$ cat src/design/rcvm_pkg.sv
// package: register map, field positions and reset values of the monitor
package rcvm_pkg;
  localparam int ADDR_W = 10;
  // register offsets, one aligned 32-bit word per register
  localparam logic [9:0] OFF_PROTECT   = 10'h00a; // not a multiple of four
  localparam logic [9:0] OFF_CAUSE     = 10'h018;
  localparam logic [9:0] OFF_VSTATUS   = 10'h019;
  localparam logic [9:0] OFF_VENABLE   = 10'h01a;
  localparam logic [9:0] OFF_VFUNC     = 10'h026;
  localparam logic [9:0] OFF_V2LEVEL   = 10'h028;
  localparam logic [9:0] OFF_MON0      = 10'h02a;
  localparam logic [9:0] OFF_MON2      = 10'h02c;
  localparam logic [9:0] OFF_IRQ_STAT  = 10'h030;
  localparam logic [9:0] OFF_IRQ_EN    = 10'h031;
  localparam logic [9:0] OFF_IRQ_CLR   = 10'h032;
  localparam logic [9:0] OFF_GUARD_WR  = 10'h033;
  // protect bit positions
  localparam int PR_CLOCK = 0;
  localparam int PR_PORT  = 2;
  localparam int PR_VMON  = 3;
  localparam int PR_PMODE = 6;
  localparam logic [7:0] PROTECT_MASK = 8'h4d;
  // reset cause bit positions
  localparam int RC_HW   = 1;
  localparam int RC_SW   = 2;
  localparam int RC_WDT  = 3;
  localparam int RC_VM2  = 5;
  localparam int RC_OSC  = 6;
  localparam logic [7:0] CAUSE_MASK = 8'h6e;
  // voltage control bit positions
  localparam int VS_LOW  = 3;
  localparam int VE_DET0 = 5;
  localparam int VE_DET2 = 7;
  localparam logic [7:0] VENABLE_MASK = 8'ha0;
  // interrupt status bits
  localparam int IRQ_LOW2 = 0;
  localparam int IRQ_BLOCKED = 1;
  localparam int IRQ_W = 2;
  // reset values
  localparam logic [7:0] RST_BYTE = 8'h00;
  // guarded register groups named by write_protect_control
  typedef enum logic [1:0] {
    RCVM_GRP_CLOCK = 2'h0,
    RCVM_GRP_PORT  = 2'h1,
    RCVM_GRP_VMON  = 2'h2,
    RCVM_GRP_PMODE = 2'h3
  } rcvm_grp_t;
endpackage : rcvm_pkg

$ cat src/design/rcvm_top.sv
// reset cause recorder, voltage detector control and write protection
module rcvm_top
  import rcvm_pkg::*;
(
  input  wire logic                      clk,
  input  wire logic                      rst,
  // avalon-mm slave
  input  wire logic [rcvm_pkg::ADDR_W-1:0] avs_address,
  input  wire logic                      avs_read,
  input  wire logic                      avs_write,
  input  wire logic [31:0]               avs_writedata,
  input  wire logic [3:0]                avs_byteenable,
  output logic      [31:0]               avs_readdata,
  output logic                           avs_waitrequest,
  output logic      [1:0]                avs_response,
  // reset cause inputs, latched into the flags when they pulse; power_on_seen clears the flags instead
  input  wire logic                      pin_reset_seen,
  input  wire logic                      sw_reset_req,
  input  wire logic                      wdt_reset_req,
  input  wire logic                      osc_stop_req,
  input  wire logic                      power_on_seen,
  // analog comparator outputs, asynchronous to clk
  input  wire logic                      below_second_level,
  input  wire logic                      below_zeroth_level,
  // guarded register write port to the rest of the chip
  input  wire logic [1:0]                guard_group_sel,
  output logic                           guard_wr_pulse,
  output logic      [1:0]                guard_wr_group,
  output logic      [7:0]                guard_wr_data,
  // detector controls and reset requests
  output logic                           det0_enable,
  output logic                           det2_enable,
  output logic                           chip_reset_req,
  output logic                           irq
);
  import rcvm_pkg::*;

  logic [7:0]          protect_q;
  logic [7:0]          cause_q;
  logic [7:0]          venable_q;
  logic [7:0]          vfunc_q;
  logic [7:0]          v2level_q;
  logic [7:0]          mon0_q;
  logic [7:0]          mon2_q;
  logic [IRQ_W-1:0]    irq_stat_q;
  logic [IRQ_W-1:0]    irq_en_q;
  logic                low2_meta_q;
  logic                low2_sync_q;
  logic                low0_meta_q;
  logic                low0_sync_q;
  logic                vm2_rst_q;
  logic                vm0_rst_q;
  logic                low_flag_q;
  logic                low_flag_prev_q;
  // bus handshake, decoded strobes and interrupt events
  logic                ack_q;
  logic                access;
  logic                wr_hit;
  logic [7:0]          wbyte;
  logic                guard_ok;
  logic                blocked_ev;
  logic                low_fall_ev;
  logic [IRQ_W-1:0]    irq_set;
  logic [IRQ_W-1:0]    irq_clr;
  logic                guard_hit;
  logic                vmon_open;
  logic [7:0]          cause_d;
  logic [7:0]          rd_byte;
  logic                rd_err;

  // decode of one register offset against the bus address
  function automatic logic hit(input logic [9:0] off,
                               input logic [9:0] adr);
    hit = (adr == off);
  endfunction : hit

  // protect bit that opens a given guarded group
  function automatic logic group_open(input logic [1:0] g,
                                      input logic [7:0] p);
    case (rcvm_grp_t'(g))
      RCVM_GRP_CLOCK: group_open = p[PR_CLOCK];
      RCVM_GRP_PORT:  group_open = p[PR_PORT];
      RCVM_GRP_VMON:  group_open = p[PR_VMON];
      RCVM_GRP_PMODE: group_open = p[PR_PMODE];
      default:        group_open = 1'b0;
    endcase
  endfunction : group_open

  // byte offsets address words: printed offsets are word indices
  // a write acts only on the edge where the master sees waitrequest
  // low, so a write held through the wait state lands exactly once
  assign access = (avs_read | avs_write) & ~ack_q;
  assign wr_hit = avs_write & ack_q & avs_byteenable[0];
  assign wbyte  = avs_writedata[7:0];

  // one wait state: the request is answered on the second edge
  always_ff @(posedge clk) begin
    if (rst) begin
      ack_q <= 1'b0;
    end else begin
      ack_q <= access;
    end
  end

  // waitrequest idles high; low for the one answer cycle only
  always_ff @(posedge clk) begin
    if (rst) begin
      avs_waitrequest <= 1'b1;
    end else begin
      avs_waitrequest <= ~access;
    end
  end

  // second level comparator: two flops, only the second one is read
  always_ff @(posedge clk) begin
    if (rst) begin
      low2_meta_q <= 1'b0;
      low2_sync_q <= 1'b0;
    end else begin
      low2_meta_q <= below_second_level;
      low2_sync_q <= low2_meta_q;
    end
  end

  // zeroth level comparator: same two-flop path
  always_ff @(posedge clk) begin
    if (rst) begin
      low0_meta_q <= 1'b0;
      low0_sync_q <= 1'b0;
    end else begin
      low0_meta_q <= below_zeroth_level;
      low0_sync_q <= low0_meta_q;
    end
  end

  // protect register: only documented bits are writable
  always_ff @(posedge clk) begin
    if (rst) begin
      protect_q <= RST_BYTE;
    end else if (wr_hit && hit(OFF_PROTECT, avs_address)) begin
      protect_q <= wbyte & PROTECT_MASK;
    end
  end

  // monitor configuration, every byte guarded by protect bit 3
  assign vmon_open = wr_hit && protect_q[PR_VMON];

  // enable register: reserved bits stay zero
  always_ff @(posedge clk) begin
    if (rst) begin
      venable_q <= RST_BYTE;
    end else if (vmon_open && hit(OFF_VENABLE, avs_address)) begin
      venable_q <= wbyte & VENABLE_MASK;
    end
  end

  // monitor function enable byte
  always_ff @(posedge clk) begin
    if (rst) begin
      vfunc_q <= RST_BYTE;
    end else if (vmon_open && hit(OFF_VFUNC, avs_address)) begin
      vfunc_q <= wbyte;
    end
  end

  // detector two level select byte
  always_ff @(posedge clk) begin
    if (rst) begin
      v2level_q <= RST_BYTE;
    end else if (vmon_open && hit(OFF_V2LEVEL, avs_address)) begin
      v2level_q <= wbyte;
    end
  end

  // monitor zero control; bit 0 arms its reset
  always_ff @(posedge clk) begin
    if (rst) begin
      mon0_q <= RST_BYTE;
    end else if (vmon_open && hit(OFF_MON0, avs_address)) begin
      mon0_q <= wbyte;
    end
  end

  // monitor two control; bit 0 arms its reset
  always_ff @(posedge clk) begin
    if (rst) begin
      mon2_q <= RST_BYTE;
    end else if (vmon_open && hit(OFF_MON2, avs_address)) begin
      mon2_q <= wbyte;
    end
  end

  // detector zero enable straight from the enable register
  always_ff @(posedge clk) begin
    if (rst) begin
      det0_enable <= 1'b0;
    end else begin
      det0_enable <= venable_q[VE_DET0];
    end
  end

  // detector two enable straight from the enable register
  always_ff @(posedge clk) begin
    if (rst) begin
      det2_enable <= 1'b0;
    end else begin
      det2_enable <= venable_q[VE_DET2];
    end
  end

  // low voltage flag reads 1 when detector two is off
  always_ff @(posedge clk) begin
    if (rst) begin
      low_flag_q      <= 1'b1;
      low_flag_prev_q <= 1'b1;
    end else begin
      low_flag_q      <= ~(venable_q[VE_DET2] & low2_sync_q);
      low_flag_prev_q <= low_flag_q;
    end
  end

  // monitor two reset: needs its detector on and its arm bit set
  always_ff @(posedge clk) begin
    if (rst) begin
      vm2_rst_q <= 1'b0;
    end else begin
      vm2_rst_q <= venable_q[VE_DET2] & mon2_q[0] & low2_sync_q;
    end
  end

  // monitor zero reset: armed the same way by its own control
  always_ff @(posedge clk) begin
    if (rst) begin
      vm0_rst_q <= 1'b0;
    end else begin
      vm0_rst_q <= venable_q[VE_DET0] & mon0_q[0] & low0_sync_q;
    end
  end

  // either monitor reset (two or zero) asks the reset controller for a chip reset
  always_ff @(posedge clk) begin
    if (rst) begin
      chip_reset_req <= 1'b0;
    end else begin
      chip_reset_req <= vm2_rst_q | vm0_rst_q;
    end
  end

  // next cause value: power-on clears, then a fixed source priority
  always_comb begin
    cause_d = cause_q;
    if (power_on_seen) begin
      cause_d = RST_BYTE;
    end else if (pin_reset_seen) begin
      cause_d = 8'h02;
    end else if (sw_reset_req) begin
      cause_d = 8'h04;
    end else if (wdt_reset_req) begin
      cause_d = 8'h08;
    end else if (vm2_rst_q) begin
      cause_d = 8'h20;
    end else if (osc_stop_req) begin
      cause_d = 8'h40;
    end else if (vm0_rst_q) begin
      cause_d = RST_BYTE;
    end
  end

  // cause flags survive rst; the last source seen wins
  // rst itself is the chip reset, so flags use their own clear
  always_ff @(posedge clk) begin
    cause_q <= cause_d;
  end

  // guarded writes for registers that live elsewhere in the chip
  assign guard_hit  = wr_hit && hit(OFF_GUARD_WR, avs_address);
  assign guard_ok = group_open(guard_group_sel, protect_q);
  assign blocked_ev = guard_hit && !guard_ok;
  always_ff @(posedge clk) begin
    if (rst) begin
      guard_wr_pulse <= 1'b0;
      guard_wr_group <= 2'h0;
      guard_wr_data  <= RST_BYTE;
    end else begin
      guard_wr_pulse <= guard_hit && guard_ok;
      if (guard_hit) begin
        guard_wr_group <= guard_group_sel;
        guard_wr_data  <= wbyte;
      end
    end
  end

  // interrupt status: set wins over a clear in the same cycle
  assign low_fall_ev = low_flag_prev_q & ~low_flag_q;
  assign irq_set = {blocked_ev, low_fall_ev};
  assign irq_clr = (wr_hit && hit(OFF_IRQ_CLR, avs_address))
                   ? wbyte[IRQ_W-1:0] : '0;
  always_ff @(posedge clk) begin
    if (rst) begin
      irq_stat_q <= '0;
    end else begin
      irq_stat_q <= (irq_stat_q & ~irq_clr) | irq_set;
    end
  end

  // interrupt enables, same layout as the status bits
  always_ff @(posedge clk) begin
    if (rst) begin
      irq_en_q <= '0;
    end else if (wr_hit && hit(OFF_IRQ_EN, avs_address)) begin
      irq_en_q <= wbyte[IRQ_W-1:0];
    end
  end

  // level interrupt, high while an enabled status bit is set
  always_ff @(posedge clk) begin
    if (rst) begin
      irq <= 1'b0;
    end else begin
      irq <= |(irq_stat_q & irq_en_q);
    end
  end

  // read mux: one byte per register, unmapped offsets flag an error
  always_comb begin
    rd_byte = RST_BYTE;
    rd_err  = 1'b0;
    case (avs_address)
      OFF_PROTECT:  rd_byte = protect_q;
      OFF_CAUSE:    rd_byte = cause_q & CAUSE_MASK;
      OFF_VSTATUS:  rd_byte = {4'h0, low_flag_q, 3'h0};
      OFF_VENABLE:  rd_byte = venable_q;
      OFF_VFUNC:    rd_byte = vfunc_q;
      OFF_V2LEVEL:  rd_byte = v2level_q;
      OFF_MON0:     rd_byte = mon0_q;
      OFF_MON2:     rd_byte = mon2_q;
      OFF_IRQ_STAT: rd_byte = {{(8-IRQ_W){1'b0}}, irq_stat_q};
      OFF_IRQ_EN:   rd_byte = {{(8-IRQ_W){1'b0}}, irq_en_q};
      OFF_IRQ_CLR:  rd_byte = RST_BYTE; // write-only, reads zero
      OFF_GUARD_WR: rd_byte = RST_BYTE;
      default:      rd_err  = 1'b1;
    endcase
  end

  // read data and response, registered with the answer
  always_ff @(posedge clk) begin
    if (rst) begin
      avs_readdata <= 32'h0000_0000;
      avs_response <= 2'b00;
    end else if (access) begin
      avs_readdata <= {24'h00_0000, rd_byte};
      avs_response <= rd_err ? 2'b10 : 2'b00; // slave error on a miss
    end
  end
endmodule : rcvm_top

$ cat config.mk
export PLATFORM = sky130hd
export DESIGN_NAME = rcvm_top
export DESIGN_NICKNAME = d
export VERILOG_FILES = /design/src/design/rcvm_pkg.sv /design/src/design/rcvm_top.sv
export SDC_FILE = /design/constraint.sdc
export NUM_CORES = 1
export LEC_CHECK = 0
export ABC_CLOCK_PERIOD_IN_PS = 2050
export BUFFER_PORTS_ARGS = -buffer_cell sky130_fd_sc_hd__buf_2
export CAP_MARGIN = 20
export CORE_UTILIZATION = 35
export DETAILED_ROUTE_END_ITERATION = 8
export PLACE_DENSITY = 0.66
export SLEW_MARGIN = 30
export SYNTH_ARGS = -nofsm -noshare
export SYNTH_HDL_FRONTEND = slang
export SYNTH_SLANG_ARGS = --single-unit
$ cat constraint.sdc
create_clock -name clk -period 2.05 [get_ports clk]
set_input_delay 0.205 -clock clk [delete_from_list [all_inputs] [get_ports clk]]
set_output_delay 0.205 -clock clk [all_outputs]
set_load 0.01 [all_outputs]
* Yosys cells after proc, flatten, opt, wreduce, memory -nomap -nowiden
Cells that the tools add are included.
** Storage, ports and cells
- Bits in registers :: 82
- Bits in latches :: 0
- Memory bits (writable) :: 0
- Memory bits (read-only) :: 0
- Input bits :: 59
- Output and inout port bits :: 50
- Word-level logic and storage cells :: 101
- Memories :: 0
** Operators by class
- $add $sub $neg :: 0
- Multiply operators :: 0
- Divide/modulo/power cells :: 0
- Magnitude comparators :: 0
- Equality and inequality tests :: 15
- Shift-type cells :: 0
- Mux-type cells :: 10
- Bitwise logic cells :: 19
- Reductions and logical operators :: 25
** Operator list (count)
- $eq 10x6->1 const B :: 8
- $pmux 8 s10 :: 1
- $eq 10x5->1 const B :: 3
- $mux 7 :: 2
- $logic_and 1x1->1 :: 12
- $reduce_or 12->1 :: 1
- $eq 10x4->1 const B :: 1
- $and 1x1->1 :: 9
- $mux 2 :: 3
- $mux 6 :: 1
- $reduce_bool 6->1 :: 1
- $reduce_bool 5->1 :: 1
- $reduce_or 5->1 :: 1
- $and 2x2->2 :: 2
- $eq 2x2->1 const B :: 2
- $mux 4 :: 1
- $not 1->1 :: 4
- $pmux 1 s4 :: 1
- $reduce_bool 4->1 :: 1
- $reduce_or 2->1 :: 2
- $reduce_or 4->1 :: 1
- $mux 3 :: 1
- $reduce_bool 3->1 :: 1
- $reduce_or 3->1 :: 1
- other kinds (7) :: 8

* Depth between registers and ports, before layout
- Depth in word-level cells :: 7
- Mapped depth :: 8
- Gate-level depth less buffers :: 5

* Least setup slack after synthesis
OpenSTA, ideal clock, no wires.
- Path type :: input-to-reg
- Start point :: input port avs_address[2] (netlist name)
- End point :: register guard_wr_data[0]
- Setup time :: 132 ps
- Arrival time :: 2021 ps
- Data required time :: 1918 ps
- Slack :: -104 ps
- Cell stages on the path :: 8
- Path buffers :: 3
- Cells stage by stage :: clkbuf_2 -> or4b_1 -> or4b_1 -> buf_2 -> or3_4 -> buf_6 -> nand2_1 -> a21oi_1
** On the way
- Cells in the longest elaborated chain, start to end :: 2
** Ends and longest elaborated chain
- start: declaration :: RTL line rcvm_top.sv:8 : input wire logic [rcvm_pkg::ADDR_W-1:0] avs_address,
- $eq 10x6->1 :: RTL line rcvm_top.sv:74 : hit = (adr == off);
- $logic_and 1x1->1 :: RTL line rcvm_top.sv:276 : assign guard_hit = wr_hit && hit(OFF_GUARD_WR, avs_address);
- end signal: assignment :: RTL line rcvm_top.sv:288 : guard_wr_data <= wbyte;
- end: declaration :: RTL line rcvm_top.sv:29 : output logic [7:0] guard_wr_data,
Every way passes these cells.
A chain may end at the register's enable or synchronous reset.

* Final worst setup path
- Start point :: input port avs_address[9] (netlist name)
- End point :: register irq_stat_q[1]
** On the way
- Cells in the longest elaborated chain, start to end :: 6
- Elaborated cells between the ends (all ways) :: 9
- Those cells by class :: 2 x eq/ne; 1 x mux; 3 x bitwise; 3 x reduce/logical
** Ends and longest elaborated chain
- $eq 10x6->1 :: RTL line rcvm_top.sv:74
- $logic_and 1x1->1 :: RTL line rcvm_top.sv:296 : assign irq_clr = (wr_hit && hit(OFF_IRQ_CLR, avs_address))
- $mux 2 :: RTL line rcvm_top.sv:297 : ? wbyte[IRQ_W-1:0] : '0;
- $not 2->2 :: RTL line rcvm_top.sv:302 : irq_stat_q <= (irq_stat_q & ~irq_clr) | irq_set;
- $and 2x2->2 :: RTL line rcvm_top.sv:302
- $or 2x2->2 * :: RTL line rcvm_top.sv:302
- end signal: assignment :: RTL line rcvm_top.sv:302
- end: declaration :: RTL line rcvm_top.sv:45 : logic [IRQ_W-1:0] irq_stat_q;
Mark *: on every way between the ends. The rest lies on a longest branch, timed or not.

==> results by stage <==
Run status:
- The run finished with clean final reports.

Clocking:
- The tree built by TritonCTS fans out to 81 sinks.
- Hold repair after CTS inserted 0 buffers.
- Clock-pin slew was measured on the worst setup and hold paths at 80 ps.
- The CTS H-tree depth is 3.
- The clock tree from TritonCTS is built.
- The number of CTS-inserted buffers is 9.
- The tree is rooted in a sky130_fd_sc_hd__clkbuf_8.
- The number of buffers added for setup after CTS is 0.
- The clock passes through at most 2 buffers.
- The later pin in the worst-skew pair is clocked with a latency of 350 ps.
- The post-cts sizing count is 0.

Worst setup path:
- The required time reported for the critical path endpoint is 2350 ps.
- The nature of the critical path endpoint is a flop.
- The reg-to-reg critical path startpoint is ack_q.
- Data arrives at the worst endpoint at 2160 ps.
- The worst setup path is of the in -> reg kind.
- The startpoint kind of the worst setup timing path is an input port.
- The cell depth of the worst flop-to-flop path is 5.
- In this run the worst path has a maximum fanout of 11.
- The worst register-to-register path ends at venable_q[7].
- The register-to-register setup slack is 380 ps.

STA:
- In this run the tightest slew margin relative to its limit is 67.0%.
- Hold timing on the final database bottoms out at a slack of 56.5 ps.
- The number of hold-slack violations in the final timing report is 0.
- For the pin with the worst max-slew slack, the measured transition is 482 ps.
- The maximum operating frequency is 0.537 GHz.
- Of the available clock period, the critical path in the final layout requires 90.9%.
- Setup repair after global routing left no endpoint under its margin.
- Between clock sinks in the finished design, the worst skew comes to 5.06 ps.
- The final setup violation count is 0.
- The final-report max-slew violation count is 0.
- The time the final worst path needs with I/O delays and setup is 1860 ps.

Route:
- The number of antenna-violating nets in the routed design is 0.
- The number of DRC violations after detailed-routing iteration 0 is 243.
- Dividing the detail-routed via count by the number of cells gives 4.98.
- The first-pass detailed-route iteration total is 5.
- For this run, design rule violations remaining after detail routing come to 0.
- The total vias in the final route is 3129.
- After detailed routing, the total wire length is 9.28 mm.
- In the final routed layout, each cell accounts on average for 14.8 µm.

Global route:
- The initial antenna violation count is 0.
- The total overflow left after global routing is 0.
- Entering global routing, the biggest net connects 29 pins.
- The global-route wire length before repair is 15.1 mm.
- Global routing consumed, over all layers together, 17.8% of the routing resources.
- The number of global-route vias before repair is 2972.

Min path:
- The class of the tightest hold or removal check is in -> reg.
- The startpoint identified for the worst hold timing path is sw_reset_req.
- The worst hold path terminates at cause_q[3].
- The worst hold path passes through 2 cells.

Placement:
- The weighted congestion at the end of routability-driven global placement is 0.862.
- Including well taps, the total number of placed cells is 613.
- Input and output buffers added on the ports amount to 56.
- Detailed placement finished with a half-perimeter wire length of 7.08 mm.

Synthesis:
- Ranked by total cell area, the synthesized netlist is headed by sky130_fd_sc_hd__dfxtp_1 (44%), sky130_fd_sc_hd__mux2i_1 (12%), sky130_fd_sc_hd__nor2_1 (5.6%).
- The fraction of the mapped netlist area in simple logic gates is 24.9%.
- The multiplexer fraction of the synthesized cell area is 12.8%.
- The share of synthesized area in the top cell type comes to 43.8%.
- The synthesized design contains 0 enable-type register cells.
- After synthesis, the largest family of logic cells by area is simple AND/OR/NAND/NOR gates.
- Summing the areas of all compound-gate instances in the mapped netlist gives 10.4% of the synthesized area.
- Among all cell types in the netlist, the one instantiated most often is sky130_fd_sc_hd__dfxtp_1.
- The unique cell type count in the Yosys netlist is 51.
- The post-synthesis adder-cell area fraction is 0%.
- The synthesized instance count is 404.
- The Yosys warning count is 0.
- After synthesis, the most frequently instantiated cells are sky130_fd_sc_hd__dfxtp_1 (81), sky130_fd_sc_hd__nor2_1 (55), sky130_fd_sc_hd__mux2i_1 (45).
- The cell type with the highest aggregate area in the netlist is sky130_fd_sc_hd__dfxtp_1.
- Averaged over all synthesized cells, the footprint is 9.16 µm².
- The most used flip-flop cell after synthesis is sky130_fd_sc_hd__dfxtp_1.
- The fraction of registers with async set or reset after synthesis is 0%.
- In this run, synthesis produced a sequential element count of 81.
- The post-synthesis instance area is 3700 µm².
- After Yosys synthesis, XOR and XNOR cells account for 0.237% of the synthesized area.
- Sequential elements use 43.8% of the synthesized area.

Die:
- The die covers 11000 µm².
- The starting density of the core is 36.0%.
- The initialized floorplan defines 37 standard-cell rows.
- For this design the top-level I/O count stands at 109.
- The die is 105 µm wide.
- The floorplan step defined a core boundary enclosing 10300 µm².
- The die outline height is 105 µm.

Layout:
- The area growth from synthesis to layout is 20.3%.
- The final instance count without filler cells is 628.
- The number of antenna diodes in the final layout is 0.
- The fraction of layout cells with a size suffix above 1 is 26.0%.
- The count of nets after finishing is 547.

Power:
- The ratio of total power to cell area is 657 nW/µm².
- VDD sags by at most 411 µV.
- The analysis attributes to cell leakage a power of 1.87 nW.

Flow run:
- The tool flagged a number of max-cap violations equal to 0.
## layout by cell type, fill, tap and decap left out, types with 4 or more instances in the layout
| cell | instances |
|---|---|
| sky130_fd_sc_hd__conb_1 | 25 |
| sky130_fd_sc_hd__a22oi_1 | 4 |
| sky130_fd_sc_hd__nor4b_1 | 4 |
| sky130_fd_sc_hd__nor2b_1 | 9 |
| sky130_fd_sc_hd__or2_2 | 4 |
| sky130_fd_sc_hd__nand3_1 | 8 |
| sky130_fd_sc_hd__nand2_1 | 42 |
| sky130_fd_sc_hd__o21ai_0 | 9 |
| sky130_fd_sc_hd__clkbuf_8 | 9 |
| sky130_fd_sc_hd__dfxtp_1 | 81 |
| sky130_fd_sc_hd__nor3_1 | 6 |
| sky130_fd_sc_hd__buf_2 | 56 |
| sky130_fd_sc_hd__nor2_1 | 55 |
| sky130_fd_sc_hd__mux2i_1 | 45 |
| sky130_fd_sc_hd__buf_4 | 36 |
| sky130_fd_sc_hd__inv_1 | 4 |
| sky130_fd_sc_hd__nand3b_1 | 7 |
| sky130_fd_sc_hd__a21oi_1 | 24 |
| sky130_fd_sc_hd__nor4_1 | 4 |
| sky130_fd_sc_hd__and3_1 | 5 |
## power by group
part	total [W]	switching, W	internal, W
logic	0.000229	0.000148	0.0000810
clock network	0.00111	0.000551	0.000556
registers	0.00159	0.00000575	0.00158
## final cells by class
cell class,instances,area [µm²]
Timing Repair Buffer,93,571
Clock inverter,5,57.6
Tap cell,136,170
Clock buffer,10,128
Inverter,4,15.0
Fill cell,1031,5830
Multi-Input combinational cell,299,1890
Sequential cell,81,1620
## sequential cells by signal, summed over array words and instances, names as in the netlist, 2 cells and up
name,count
v2level_q,8
cause_q,5
mon0_q,8
irq_en_q,2
venable_q,2
guard_wr_data,8
irq_stat_q,2
guard_wr_group,2
protect_q,4
vfunc_q,8
avs_readdata,8
mon2_q,8
## through the flow
step                util, %  power [W]  TNS (ps)  cell area (µm²)  setup WS (ps)
detailed placement     41.5    0.00185     -1820             4260           -166
floorplan                 -    0.00178      -916             3810          -91.6
CTS                    43.3    0.00296         0             4450            200
global placement       41.5    0.00185     -1570             4260           -140
global route           43.3    0.00306         0             4450            142
finish                 43.3    0.00292         0             4450            186
## cell families (layout without fill, tap and decap cells)
logic type	count (synthesis)	in the layout
flip-flops	81	81
AO/OA/AOI/OAI	59	59
other	1	25
multiplexers	46	46
XOR/XNOR	1	1
AND/OR/NAND/NOR	168	168
buffers and inverters	48	112
## worst max-delay path by stage
stage	end	slack, ps	start	depth (start not counted)
after floorplan	guard_wr_data[0]	-90	avs_address[2]	8
after global placement	irq_stat_q[1]	-140	avs_address[9]	7
after detailed placement	irq_stat_q[1]	-170	avs_address[9]	7
after CTS	irq_stat_q[1]	200	avs_address[9]	7
after global routing	guard_wr_group[1]	140	avs_address[9]	7
final	irq_stat_q[1]	190	avs_address[9]	7
## layer usage
metal | global-route usage, % | routed length (µm) | part of all wire [%] | vias up
li1 | - | - | - | 1542
met2 | 27.1 | 4030 | 43 | 135
met4 | 6.34 | 187 | 2.0 | 0
met5 | 0 | 0 | 0 | -
met3 | 4.49 | 676 | 7.3 | 15
met1 | 24.2 | 4390 | 47 | 1437
## critical path, stage by stage
cell                      delay (ps)
sky130_fd_sc_hd__buf_2           110
sky130_fd_sc_hd__or4b_4          530
sky130_fd_sc_hd__or4b_1          480
sky130_fd_sc_hd__buf_4           180
sky130_fd_sc_hd__or3_4           410
sky130_fd_sc_hd__nor2_1          120
sky130_fd_sc_hd__o21ba_2         130
Note: power is estimated with default switching activity, not from simulation.
